<file path="src/shared/ewc_pkg.sv">
// Purpose: Shared constants for the extended DMA write command block
// Assumes: 32-bit AHB-Lite register bus, word aligned registers
// Notes: Offsets are byte addresses
package ewc_pkg;
  // ==========================================================
  // Register offsets
  localparam logic [7:0] OFF_SECCNT = 8'h04;
  localparam logic [7:0] OFF_SECNUM = 8'h08;
  localparam logic [7:0] OFF_CYLLO = 8'h0c;
  localparam logic [7:0] OFF_CYLHI = 8'h10;
  localparam logic [7:0] OFF_CMDSTAT = 8'h14;
  localparam logic [7:0] OFF_ERROR = 8'h18;
  localparam logic [7:0] OFF_DEVCTL = 8'h1c;
  localparam logic [7:0] OFF_INTSTAT = 8'h20;
  localparam logic [7:0] OFF_INTMASK = 8'h24;
  localparam logic [7:0] OFF_CONFIG = 8'h28;
  // ==========================================================
  // Command codes
  localparam logic [7:0] CMD_WRITE_EXT = 8'h35;
  localparam logic [7:0] CMD_WRITE_FUA_EXT = 8'h3d;
  // ==========================================================
  // Field positions
  localparam int HOB_BIT = 7;
  localparam int CACHE_EN_BIT = 0;
  localparam int INT_DONE_BIT = 0;
  localparam int INT_ERR_BIT = 1;
  localparam int ERR_CRC_BIT = 7;
  localparam int ERR_IDN_BIT = 4;
  localparam int ERR_ABT_BIT = 2;
  localparam int ST_BSY_BIT = 7;
  localparam int ST_RDY_BIT = 6;
  localparam int ST_DSC_BIT = 4;
  localparam int ST_ERR_BIT = 0;
  // ==========================================================
  // Counts and reset values
  localparam logic [7:0] WORDS_PER_SECTOR_M1 = 8'hff;
  localparam logic [16:0] ZERO_COUNT_SECTORS = 17'h10000;
  localparam logic [7:0] BYTE_RESET = 8'h00;
  localparam logic [1:0] INT_RESET = 2'h0;
  localparam logic [47:0] MAX_LBA_DEFAULT = 48'hffff_ffff_ffff;
endpackage

</file>
<file path="src/verilog/ewc_write_cmd.sv">
// Purpose: Device-side extended DMA write command engine with AHB-Lite task file
// Assumes: DMA and media ports run on sys_clk; media acks one sector at a time
// Notes: Reads take one wait state, writes none
// Functional notes
// - Command 35h starts the extended DMA write to media
// - Command 3Dh starts the forced-unit-access variant, otherwise identical
// - Forced variant posts status only after every sector is on media
// - Sector count is previous byte high, current byte low
// - A zero sector count transfers 65,536 sectors
// - Start LBA assembled from current and previous bytes of three registers
// - After failure the failing LBA reads back, HOB picks high bytes
// - Sector data moves in 16-bit words
// - Words move only while the device raises its DMA request
// - One interrupt per command, after transfer ends and status is valid
// - An unrecoverable error stops the write at the failing sector
// - Ending status shows BSY, DF, COR clear; RDY, DSC, ERR valid
// - Normal variant behaves the same except status may precede commit
`timescale 1ns/100ps
module ewc_write_cmd #(
  parameter logic [47:0] MAX_LBA = ewc_pkg::MAX_LBA_DEFAULT
) (
  input wire logic sys_clk,
  input wire logic rst_n,
  input wire logic hsel,
  input wire logic [31:0] haddr,
  input wire logic [1:0] htrans,
  input wire logic hwrite,
  input wire logic [2:0] hsize,
  input wire logic [31:0] hwdata,
  input wire logic hready,
  output logic hreadyout,
  output logic hresp,
  output logic [31:0] hrdata,
  output logic dmaRq,
  input wire logic dmaWordValid,
  input wire logic [15:0] dmaWord,
  input wire logic dmaCrcErr,
  output logic mediaWordValid,
  output logic [15:0] mediaWord,
  output logic [47:0] mediaLba,
  input wire logic mediaSectorDone,
  input wire logic mediaSectorFail,
  output logic irq
);
  // ==========================================================
  // Types and state
  typedef enum logic [3:0] {
    S_IDLE = 4'b0001,
    S_XFER = 4'b0010,
    S_WAIT = 4'b0100,
    S_END = 4'b1000
  } ewc_state_t;

  ewc_state_t state_q, state_d;
  logic [15:0] secCnt_q, secNum_q, cylLo_q, cylHi_q;
  logic [7:0] devCtl_q, config_q;
  logic [1:0] intSt_q, intMask_q;
  logic errCrc_q, errIdn_q, errAbt_q, errValid_q, fua_q;
  logic [47:0] failLba_q;
  logic [7:0] wordCnt_q;
  logic wrPend_q, rdPend_q;
  logic [7:0] addr_q;
  logic [31:0] hrdata_q;
  logic mediaWordValid_q;
  logic [15:0] mediaWord_q;
  logic [47:0] curLba;
  logic lastSector;

  // Picks previous or current byte of a task-file pair
  function automatic logic [7:0] pickByte(input logic hob, input logic [15:0] pair);
    pickByte = hob ? pair[15:8] : pair[7:0];
  endfunction

  // Byte register write: old current byte moves to previous
  function automatic logic [15:0] shiftIn(input logic [15:0] pair, input logic [7:0] b);
    shiftIn = {pair[7:0], b};
  endfunction

  // ==========================================================
  // Bus decode
  wire addrPhase = hsel && hready && htrans[1];
  wire wrNow = wrPend_q;
  wire wrSecCnt = wrNow && (addr_q == ewc_pkg::OFF_SECCNT);
  wire wrSecNum = wrNow && (addr_q == ewc_pkg::OFF_SECNUM);
  wire wrCylLo = wrNow && (addr_q == ewc_pkg::OFF_CYLLO);
  wire wrCylHi = wrNow && (addr_q == ewc_pkg::OFF_CYLHI);
  wire wrCmd = wrNow && (addr_q == ewc_pkg::OFF_CMDSTAT);
  wire wrDevCtl = wrNow && (addr_q == ewc_pkg::OFF_DEVCTL);
  wire wrIntSt = wrNow && (addr_q == ewc_pkg::OFF_INTSTAT);
  wire wrIntMask = wrNow && (addr_q == ewc_pkg::OFF_INTMASK);
  wire wrConfig = wrNow && (addr_q == ewc_pkg::OFF_CONFIG);
  wire idle = (state_q == S_IDLE);
  // Task file is frozen while busy so a running command keeps its parameters
  wire tfWrite = idle;

  // ==========================================================
  // Command decode and range check
  wire [15:0] cmdCount = secCnt_q;
  wire [47:0] cmdLba = {cylHi_q[15:8], cylLo_q[15:8], secNum_q[15:8],
                        cylHi_q[7:0], cylLo_q[7:0], secNum_q[7:0]};
  wire [16:0] cmdSectors = (cmdCount == 16'h0000) ? ewc_pkg::ZERO_COUNT_SECTORS : {1'b0, cmdCount};
  wire [48:0] cmdLast = {1'b0, cmdLba} + {32'h0, cmdSectors} - 49'h1;
  wire opNormal = (hwdata[7:0] == ewc_pkg::CMD_WRITE_EXT);
  wire opFua = (hwdata[7:0] == ewc_pkg::CMD_WRITE_FUA_EXT);
  wire cmdAccepted = wrCmd && idle;
  wire cmdKnown = opNormal || opFua;
  wire cmdInRange = (cmdLast <= {1'b0, MAX_LBA});
  wire cmdStart = cmdAccepted && cmdKnown && cmdInRange;
  wire cmdReject = cmdAccepted && !(cmdKnown && cmdInRange);

  // ==========================================================
  // Transfer sequencing
  wire wordTaken = (state_q == S_XFER) && dmaWordValid;
  wire sectorFilled = wordTaken && (wordCnt_q == ewc_pkg::WORDS_PER_SECTOR_M1);
  // Cached normal writes need no media ack before status; forced ones always wait
  wire needCommit = fua_q || !config_q[ewc_pkg::CACHE_EN_BIT];
  wire crcFail = (state_q == S_XFER) && dmaCrcErr;
  wire mediaFail = (state_q == S_WAIT) && mediaSectorFail;
  wire sectorOk = (sectorFilled && !needCommit && !crcFail) ||
                  ((state_q == S_WAIT) && mediaSectorDone && !mediaSectorFail);
  wire trackAdvance = sectorOk && !lastSector;

  always_comb begin
    state_d = state_q;
    case (state_q)
      S_IDLE: begin
        if (cmdStart) begin
          state_d = S_XFER;
        end else if (cmdReject) begin
          state_d = S_END;
        end
      end
      S_XFER: begin
        if (crcFail) begin
          state_d = S_END;
        end else if (sectorFilled && needCommit) begin
          state_d = S_WAIT;
        end else if (sectorFilled && lastSector) begin
          state_d = S_END;
        end
      end
      S_WAIT: begin
        if (mediaFail) begin
          state_d = S_END;
        end else if (mediaSectorDone) begin
          state_d = lastSector ? S_END : S_XFER;
        end
      end
      S_END: begin
        state_d = S_IDLE;
      end
      default: begin
        state_d = S_IDLE;
      end
    endcase
  end

  always_ff @(posedge sys_clk or negedge rst_n) begin
    if (!rst_n) begin
      state_q <= S_IDLE;
      wordCnt_q <= 8'h00;
      fua_q <= 1'b0;
    end else begin
      state_q <= state_d;
      if (cmdStart) begin
        wordCnt_q <= 8'h00;
        fua_q <= opFua;
      end else if (wordTaken) begin
        wordCnt_q <= wordCnt_q + 8'h01;
      end
    end
  end

  ewc_lba_track u_track (
    .sys_clk(sys_clk),
    .rst_n(rst_n),
    .load(cmdStart),
    .startLba(cmdLba),
    .sectorCount(cmdCount),
    .advance(trackAdvance),
    .curLba(curLba),
    .lastSector(lastSector)
  );

  // ==========================================================
  // Data path toward media
  always_ff @(posedge sys_clk or negedge rst_n) begin
    if (!rst_n) begin
      mediaWordValid_q <= 1'b0;
      mediaWord_q <= 16'h0000;
    end else begin
      mediaWordValid_q <= wordTaken && !crcFail;
      if (wordTaken) begin
        mediaWord_q <= dmaWord;
      end
    end
  end

  assign dmaRq = (state_q == S_XFER);
  assign mediaWordValid = mediaWordValid_q;
  assign mediaWord = mediaWord_q;
  assign mediaLba = curLba;

  // ==========================================================
  // Error capture
  always_ff @(posedge sys_clk or negedge rst_n) begin
    if (!rst_n) begin
      errCrc_q <= 1'b0;
      errIdn_q <= 1'b0;
      errAbt_q <= 1'b0;
      errValid_q <= 1'b0;
      failLba_q <= 48'h0;
    end else if (cmdAccepted) begin
      errCrc_q <= 1'b0;
      errIdn_q <= cmdKnown && !cmdInRange;
      errAbt_q <= !(cmdKnown && cmdInRange);
      errValid_q <= 1'b0;
    end else if (crcFail || mediaFail) begin
      errCrc_q <= crcFail;
      errAbt_q <= 1'b1;
      errValid_q <= 1'b1;
      failLba_q <= curLba;
    end
  end

  wire anyErr = errCrc_q || errIdn_q || errAbt_q;
  wire [7:0] errorVal = {errCrc_q, 2'b00, errIdn_q, 1'b0, errAbt_q, 2'b00};
  wire [7:0] statusVal = {!idle, 1'b1, 1'b0, 1'b1, 3'b000, anyErr};

  // ==========================================================
  // Task-file registers
  always_ff @(posedge sys_clk or negedge rst_n) begin
    if (!rst_n) begin
      secCnt_q <= {2{ewc_pkg::BYTE_RESET}};
      secNum_q <= {2{ewc_pkg::BYTE_RESET}};
      cylLo_q <= {2{ewc_pkg::BYTE_RESET}};
      cylHi_q <= {2{ewc_pkg::BYTE_RESET}};
      devCtl_q <= ewc_pkg::BYTE_RESET;
      config_q <= ewc_pkg::BYTE_RESET;
    end else begin
      if (wrSecCnt && tfWrite) secCnt_q <= shiftIn(secCnt_q, hwdata[7:0]);
      if (wrSecNum && tfWrite) secNum_q <= shiftIn(secNum_q, hwdata[7:0]);
      if (wrCylLo && tfWrite) cylLo_q <= shiftIn(cylLo_q, hwdata[7:0]);
      if (wrCylHi && tfWrite) cylHi_q <= shiftIn(cylHi_q, hwdata[7:0]);
      if (wrDevCtl) devCtl_q <= hwdata[7:0];
      if (wrConfig) config_q <= hwdata[7:0];
    end
  end

  // ==========================================================
  // Interrupts
  wire cmdEnd = (state_q == S_END);
  wire [1:0] intSet = {cmdEnd && anyErr, cmdEnd};
  wire [1:0] intClr = wrIntSt ? hwdata[1:0] : 2'b00;

  always_ff @(posedge sys_clk or negedge rst_n) begin
    if (!rst_n) begin
      intSt_q <= ewc_pkg::INT_RESET;
      intMask_q <= ewc_pkg::INT_RESET;
    end else begin
      intSt_q <= (intSt_q & ~intClr) | intSet;
      if (wrIntMask) intMask_q <= hwdata[1:0];
    end
  end

  assign irq = |(intSt_q & intMask_q);

  // ==========================================================
  // Read mux; failing LBA replaces start LBA once a CRC or media error is recorded
  wire hob = devCtl_q[ewc_pkg::HOB_BIT];
  wire [15:0] numView = errValid_q ? {failLba_q[31:24], failLba_q[7:0]} : secNum_q;
  wire [15:0] loView = errValid_q ? {failLba_q[39:32], failLba_q[15:8]} : cylLo_q;
  wire [15:0] hiView = errValid_q ? {failLba_q[47:40], failLba_q[23:16]} : cylHi_q;
  logic [7:0] rdByte;

  always_comb begin
    case (addr_q)
      ewc_pkg::OFF_SECCNT: rdByte = pickByte(hob, secCnt_q);
      ewc_pkg::OFF_SECNUM: rdByte = pickByte(hob, numView);
      ewc_pkg::OFF_CYLLO: rdByte = pickByte(hob, loView);
      ewc_pkg::OFF_CYLHI: rdByte = pickByte(hob, hiView);
      ewc_pkg::OFF_CMDSTAT: rdByte = statusVal;
      ewc_pkg::OFF_ERROR: rdByte = errorVal;
      ewc_pkg::OFF_DEVCTL: rdByte = devCtl_q;
      ewc_pkg::OFF_INTSTAT: rdByte = {6'h00, intSt_q};
      ewc_pkg::OFF_INTMASK: rdByte = {6'h00, intMask_q};
      ewc_pkg::OFF_CONFIG: rdByte = config_q;
      default: rdByte = 8'h00;
    endcase
  end

  // ==========================================================
  // AHB-Lite slave; one wait state on reads keeps hrdata registered
  always_ff @(posedge sys_clk or negedge rst_n) begin
    if (!rst_n) begin
      wrPend_q <= 1'b0;
      rdPend_q <= 1'b0;
      addr_q <= 8'h00;
      hrdata_q <= 32'h0000_0000;
    end else begin
      if (rdPend_q) begin
        hrdata_q <= {24'h000000, rdByte};
      end
      if (hreadyout) begin
        wrPend_q <= addrPhase && hwrite;
        rdPend_q <= addrPhase && !hwrite;
        if (addrPhase) addr_q <= haddr[7:0];
      end else begin
        rdPend_q <= 1'b0;
      end
    end
  end

  assign hreadyout = !rdPend_q;
  assign hresp = 1'b0;
  assign hrdata = hrdata_q;
endmodule

</file>
<file path="src/verilog/ewc_lba_track.sv">
// Purpose: Current LBA and remaining sector count of one command
// Assumes: Load and advance never in the same cycle
// Notes: A zero count means the full 16-bit range of 65,536 sectors
`timescale 1ns/100ps
module ewc_lba_track (
  input wire logic sys_clk,
  input wire logic rst_n,
  input wire logic load,
  input wire logic [47:0] startLba,
  input wire logic [15:0] sectorCount,
  input wire logic advance,
  output logic [47:0] curLba,
  output logic lastSector
);
  logic [47:0] lba_q;
  logic [16:0] remain_q;
  wire [16:0] loadRemain = (sectorCount == 16'h0000) ? ewc_pkg::ZERO_COUNT_SECTORS : {1'b0, sectorCount};

  always_ff @(posedge sys_clk or negedge rst_n) begin
    if (!rst_n) begin
      lba_q <= 48'h0;
      remain_q <= 17'h0;
    end else if (load) begin
      lba_q <= startLba;
      remain_q <= loadRemain;
    end else if (advance) begin
      lba_q <= lba_q + 48'h1;
      remain_q <= remain_q - 17'h1;
    end
  end

  assign curLba = lba_q;
  assign lastSector = (remain_q == 17'h1);
endmodule

</file>
<file path="config.mk">
export PLATFORM = sky130hd
export DESIGN_NAME = ewc_write_cmd
export DESIGN_NICKNAME = d
export VERILOG_FILES = /design/src/shared/ewc_pkg.sv /design/src/verilog/ewc_write_cmd.sv /design/src/verilog/ewc_lba_track.sv
export SDC_FILE = /design/constraint.sdc
export NUM_CORES = 1
export LEC_CHECK = 0
export ABC_AREA = 1
export BUFFER_PORTS_ARGS = -buffer_cell sky130_fd_sc_hd__buf_2
export CORE_MARGIN = 3
export CORE_UTILIZATION = 48
export CTS_CLUSTER_SIZE = 12
export DETAILED_ROUTE_END_ITERATION = 10
export PLACE_DENSITY = 0.79
export SYNTH_ARGS = -nofsm -noshare
export SYNTH_HDL_FRONTEND = slang
export SYNTH_SLANG_ARGS = --single-unit
</file>
<file path="constraint.sdc">
create_clock -name sys_clk -period 2.59 [get_ports sys_clk]
set_input_delay 0.1295 -clock sys_clk [delete_from_list [all_inputs] [get_ports sys_clk]]
set_output_delay 0.1295 -clock sys_clk [all_outputs]
set_load 0.01 [all_outputs]
</file>
==> impl_results.md, run 1 <==
* Status: complete, but fails checks
* Failing checks: setup timing
* Fin cells at 2635
* Clk network pwr share at 46.0%
* Final Setup Violations at 78
* Die height at 181.5 um
* Fin. Hold Viols at 0
* Top cells by area, synth: dfrtp_1, nand2_1, inv_1
* Root buffer cell: clkbuf_16
* Critical path class: reg2reg
* CP peak stage delay at 390 ps
* Cell count after synthesis at 2009
* # Max-Cap Violations at 0
* Final #Nets at 2385
* Clk_skew at 18.83 ps
* Worst-Margin Slew at 943.8 ps
* Iter 0 DRT Violations at 1502
* WHS at 45.43 ps
* Hold WC Path Type: in2reg
* GP Congestion at 0.9478
* Highest clock rate at 329.5 MHz
* Util after Layout at 59.48%
* Critical path cell sequence: inv_2 > nand4_1 > nor4_1 > and3_1 > inv_1 > ha_1 > inv_2 > ha_4 > nand2_2 > nand2_2 > nand2_1 > nand2_1 > nand2_1 > nand2_1 > nand2_1 > nand2_1 > nand2_2 > nand3_2 > nand2_2 > nand3_4 > buf_12 > o21ai_0 > inv_1
* Placeable Area at 30030 um^2
* Site Rows at 63
* Setup slack after layout at -444.9 ps
* WL per Instance at 18.84 um
* Dpl cells at 2538
* H-tree lvl count at 1
* Die area at 32940 um^2
* Crit. End Element: flop
* CTS sink count at 249
* Cell Area, Placed at 16260 um^2
* DP HPWL at 35880 um
* Seq pwr share at 43.6%
* Crit path launch: cmdCount[4]
* Arrival time of the worst setup path at 3480 ps
* Setup crit start kind: flop
* Synth Register Bits at 249
* Crit-path max FO at 50
* Largest net degree at the start of global routing at 87
* Critical Path Most Common Cell: nand2_1
* Vias in the first global route at 13900
* Sw power at 2.389 mW
* Internal at 6.903 mW
* VDD IR max at 490.6 uV
* Avg Cell Area, Syn at 7.358 um^2
* Clock-pin slew on the worst setup and hold paths at 60 ps
* Slowest stage cell, crit path: dfrtp_1
* First-pass GRT wire length at 77280 um
* Gr usage total at 29.39%
* Initial antenna violation count at 2
* # IOs at 195
* Synth Flop Type: dfrtp_1
* Clk buf depth at 3
* Distinct cell type count of the synthesized netlist at 49
* Netlist Area Pre-Place at 14780 um^2
* Register area share after synthesis at 42.16%
* N_diodes at 0
* Relative slew slack at 36.92%
* Post-synth top area share at 41.98%
* Pwr Total at 9.292 mW
* CTS tree: built
* Final Cell Area at 17860 um^2
* CP required at 3040 ps
* Initial Utilization at 49.22%
* Hold Crit Start: mediaSectorFail
* RSZ-0062 raised after global routing: yes
* Total routed wirelength at 49640 um
* Drt via density at 5.497
* GRT Residual Overflow at 0
* Clk_lat worst skew at 560 ps
* Min cycle time layout at 3035 ps
* Layout cells sized above 1 at 15.14%
* Post-synth ARST share at 100.0%
* Number of fill cells at 2667
* Switching Fraction at 25.72%
* Port Buf Inserts at 117
* EDFF count, synth at 0
* Worst r2r src: cmdCount[4]
* DR vias at 14490
* Tcrit/Tclk final at 117.2%
* Die width at 181.5 um
* Drt drc at 0
* Num CTS Buffers at 29
* Detailed Routing Iterations Pass 1 at 6
* Max Slew Vio Count at 0
* Layout area overhead at 20.84%
* Yosys warnings at 0
* Leakage power at 9.655 nW
* P per Cell Area at 520.2 nW/um^2
* Synth area leader: dfrtp_1
* Comb power frac at 10.4%
* Post-route ant nets at 0
[routing by layer]
metal,wire length [um],GRT usage [%],vias to the layer above
li1,-,-,6769
met1,20160,39.60,6922
met2,22690,46.79,664
met3,4711,6.711,126
met4,2053,10.42,4
met5,22,0,-
[power groups by stage]
stage          registers (mW)  logic [mW]  clock network, mW
2_1_floorplan            4.10       0.509                  0
3_3_place_gp             4.11       0.824                  0
3_5_place_dp             4.12       0.843                  0
4_1_cts                  4.05       0.943               4.32
5_1_grt                  4.06        1.08               4.48
6_report                 4.05       0.967               4.28
[path summary, 6_finish.rpt]
path / endpoint / cells after the start / slack [ps]
max in group asynchronous: failLba_q[38] / 3 / 1660
hold / removal: state_q[0] / 5 / 50
setup reg to reg: u_track.curLba[0] / 23 / -440
setup / recovery: u_track.curLba[0] / 23 / -440
min in group asynchronous: cmdCount[8] / 2 / 110
hold reg to reg: mediaWord[4] / 2 / 470
[state kept, by name (all words and copies together), names as in the netlist, 2 cells and up]
signal / count
cylHi_q: 16
mediaWord: 16
u_track.curLba: 48
u_track.remain_q: 17
hrdata: 8
cylLo_q: 16
config_q: 8
cmdCount: 16
devCtl_q: 8
secNum_q: 16
failLba_q: 48
state_q: 4
addr_q: 8
intMask_q: 2
intSt_q: 2
wordCnt_q: 8
[layout make-up]
cell class	count	area, um^2	area share (%)
multi-input cells	1427	7276	40.73
flip-flops and latches	249	6232	34.89
repair buffers	257	1892	10.59
inverters	259	977.2	5.471
clock buffers	40	847.1	4.742
well taps	390	488.0	2.732
clock inverters	13	150.1	0.8406
[cell families (layout without fill, tap and decap cells)]
family                     after synthesis  count (layout)  synth area share [%]
AOI/OAI and AO/OA                      279             279                 9.700
DFF                                    249             249                 42.16
adders and majority gates               68              68                 5.756
and+or+nand+nor                        991             991                 28.36
buffers and inverters                  357             569                 10.13
xor gates and xnor gates                60              60                 3.555
muxes                                    4               4                0.3047
other                                    1              25               0.02537
[critical path, delay by kind of cell (launching register included)]
family | cells | cell delay (ps)
fa+ha+maj | 2 | 430
flops | 1 | 390
buf+inv | 5 | 450
compound gates | 1 | 180
simple gates | 15 | 1410
[synthesized netlist by cell type, types with 4 or more instances]
cell type and n:
nand2_1 638, inv_1 255, dfrtp_1 248, o21ai_0 191, nand3_1 132, nor2_1 121, a21oi_1 74, ha_1 68
clkbuf_1 48, xor2_1 40, buf_4 33, nand4_1 28, nor3_1 27, xnor2_1 20, buf_2 12, nor4_1 12
nor2_4 9, mux2_2 4, nand2_2 4, or2_2 4
[per-stage QoR]
step                setup TNS, ps  worst slack [ps]
floorplan                       0             5.942
global placement           -13910            -276.6
detailed placement         -20050            -360.7
CTS                        -18470            -293.3
global route               -44960            -639.6
finish                     -29870            -444.9
[repair_timing]
item | 4_1_cts | 5_1_grt
pin swaps | 5 | 3
cloned | 2 | 0
endpoints found under the hold margin | 214 | 0
gates resized for setup | 35 | 15
buffers inserted | 9 | 3
setup endpoints to repair | 77 | 78
hold buffers | 31 | 0
[placed cells by master (no fill, tap or decap), drive strengths merged, types with 3 or more instances in the layout]
master and instances:
nand2 642, inv 259, dfrtp 248, buf 226, o21ai 192, nand3 134
nor2 133, a21oi 74, ha 68, xor2 40, clkbuf 40, dlygate4sd3 31
nand4 28, nor3 28, conb 25, xnor2 20, nor4 14, clkinv 9
or2 5, mux2 4, o22ai 3, bufinv 3
Power figures use the tool's default switching activity.
==> run 2, diff against run 1 <==
--- a/config.mk
+++ b/config.mk
@@ -6,12 +6,12 @@
 export NUM_CORES = 1
 export LEC_CHECK = 0
 export ABC_AREA = 1
-export BUFFER_PORTS_ARGS = -buffer_cell sky130_fd_sc_hd__buf_2
 export CORE_MARGIN = 3
 export CORE_UTILIZATION = 48
 export CTS_CLUSTER_SIZE = 12
 export DETAILED_ROUTE_END_ITERATION = 10
-export PLACE_DENSITY = 0.79
+export DONT_BUFFER_PORTS = 1
+export PLACE_DENSITY = 0.73
 export SYNTH_ARGS = -nofsm -noshare
 export SYNTH_HDL_FRONTEND = slang
 export SYNTH_SLANG_ARGS = --single-unit
==> run 2 against run 1 <==
  * Critical path type unchanged
  * Cell count down 3.6%
  * Combinational power down 15%
  * Sequential share of layout area down 0.59 points
  * Register-to-register slack worse by 90 ps
  * Non-clock buffer count down 90
  * Fmax down 2.7%
  * The run ends with hold timing, setup timing left
  * Clock power down 3%
  * Design area up 1.7%
  * Sequential power about the same
==> impl_results.md, run 2 (synthesis results as in run 1) <==
* Gr usage total at 30.34%
* Site Rows at 63
* Iter 0 DRT Violations at 1767
* Min cycle time layout at 3120 ps
* Crit. End Element: flop
* Cell Area, Placed at 15610 um^2
* Die height at 181.5 um
* FF-to-FF path depth at 24
* VDD IR max at 608.3 uV
* Dpl cells at 2413
* Hold-fix buffers, CTS at 48
* Util after Layout at 60.50%
* Placeable Area at 30030 um^2
* Clk_lat worst skew at 550 ps
* Failing checks: hold timing, setup timing
* Drt drc at 0
* Tcrit/Tclk final at 120.5%
* Commonest non-fill, non-tap cell in the layout: nand2_1
* CP peak stage delay at 380 ps
* DR vias at 14520
* Hold WC Path Type: in2async
* Die width at 181.5 um
* Critical Path Most Common Cell: nand2_2
* Most frequent cells in the layout: nand2_1, dfrtp_1, inv_1
* Fin cells at 2540
* GRT Residual Overflow at 0
* RSZ-0062 raised after global routing: yes
* Post-route ant nets at 0
* Num CTS Buffers at 28
* WP buf/inv at 7
* Delay-heaviest family, CP: simple AND/OR/NAND/NOR gates
* Setup slack after layout at -530.4 ps
* Layout area overhead at 22.91%
* Largest net degree at the start of global routing at 250
* First-pass GRT wire length at 78720 um
* CP required at 3070 ps
* Setup crit start kind: flop
* Crit path depth at 24
* Layout cells sized above 1 at 13.91%
* Clk_skew at 18.30 ps
* Initial Utilization at 49.22%
* Drt via density at 5.717
* Status: complete, but fails checks
* Vias in the first global route at 13850
* Clock-pin slew on the worst setup and hold paths at 60 ps
* Final #Nets at 2294
* Highest clock rate at 320.5 MHz
* Number of fill cells at 2543
* WHS at -694.1 ps
* P per Cell Area at 496.6 nW/um^2
* Worst-Margin Slew at 614.0 ps
* Setup slack, reg-to-reg at -530 ps
* Root buffer cell: clkbuf_16
* GP Congestion at 0.9788
* Max Slew Vio Count at 0
* Worst r2r src: cmdCount[5]
* Leakage power at 9.530 nW
* Clk buf depth at 3
* H-tree lvl count at 1
* CTS tree: built
* Initial antenna violation count at 1
* Total routed wirelength at 52290 um
* WL per Instance at 20.59 um
* R2R Path End: wordCnt_q[7]
* Crit-path max FO at 7
* Detailed Routing Iterations Pass 1 at 6
* CP Capture Point: wordCnt_q[7]
* DP HPWL at 35310 um
* Port Buf Inserts at 0
* N_diodes at 0
* Final Cell Area at 18170 um^2
* # IOs at 195
* Critical path cell sequence: inv_1 > nand4_1 > nor4_2 > and3_1 > inv_2 > ha_4 > inv_2 > ha_4 > nand2_2 > nand2_2 > nand2_2 > nand2_1 > nand2_1 > nand2_1 > nand2_1 > nand2_2 > nand2_2 > nand4_1 > nand3_4 > inv_8 > buf_12 > buf_8 > or2_1 > inv_1
* Final Setup Violations at 78
* # Max-Cap Violations at 0
* Crit path launch: cmdCount[5]
* Slowest stage cell, crit path: dfrtp_1
* Critical path class: reg2reg
* Relative slew slack at 58.75%
* Arrival time of the worst setup path at 3600 ps
* Die area at 32940 um^2
* Fin. Hold Viols at 249
* CTS sink count at 249
[run 2: cell count changes in the layout (fill, tap and decap cells not counted), moves of 3 or more]
cell           change
buf_2            -116
nand3_1           -50
nand3_2           +40
nand2_1           -18
dlygate4sd3_1     +17
nand2_2           +15
nand3_4           +10
buf_16             +9
buf_4              -7
clkbuf_16          +6
clkbuf_8           -4
nand2_4            +3
[run 2: metal layers]
metal	global-route usage, %	part of all wire, %
met2	47.12	45
met3	8.153	11
met4	12.55	4.9
met5	0	0
met1	40.39	39
[run 2: through the flow]
step | TNS [ps] | worst slack [ps] | total power, mW
after floorplan | 0 | 5.942 | 4.614
after global placement | -25150 | -375.9 | 4.814
after detailed placement | -36020 | -530.8 | 4.837
after CTS | -29840 | -435.0 | 8.993
after global routing | -46050 | -640.7 | 9.286
final | -36340 | -530.4 | 9.023
[run 2: worst reg2reg max path, delay by kind of cell, from the launching register on]
family | cells | cell delay, ps
simple gates | 15 | 1690
flops | 1 | 380
fa+ha+maj | 2 | 410
buf+inv | 7 | 580
[run 2: where the power goes]
part	internal (mW)	total, mW	switching (mW)
clock	2.48	4.14	1.66
sequential	3.99	4.06	0.0745
combinational	0.278	0.821	0.543
[run 2: worst min-delay path by stage]
stage,startpoint,endpoint,slack [ps],cells after the start
finish,rst_n,wordCnt_q[6],-690,0
global route,rst_n,wordCnt_q[6],-710,0
CTS,rst_n,errCrc_q,-730,0
detailed placement,rst_n,u_track.remain_q[13],-140,0
floorplan,rst_n,addr_q[0],-170,0
global placement,rst_n,u_track.remain_q[13],-140,0
[run 2: area by class of cell]
| cell class | instances | area, um^2 | area share (%) |
|---|---|---|---|
| timing repair buffer | 167 | 1847 | 10.16 |
| inverter | 259 | 979.7 | 5.392 |
| clock buffer | 36 | 770.7 | 4.242 |
| multi-input combinational | 1427 | 7677 | 42.26 |
| sequential | 249 | 6232 | 34.30 |
| clock inverter | 12 | 173.9 | 0.9572 |
| tap | 390 | 488.0 | 2.686 |
[run 2: what timing repair did]
item,CTS,global route
cloned,8,9
gates resized for setup,64,79
hold endpoints to repair,307,249
buffers inserted,9,6
pin swaps,4,12
endpoints found under the setup margin,78,78
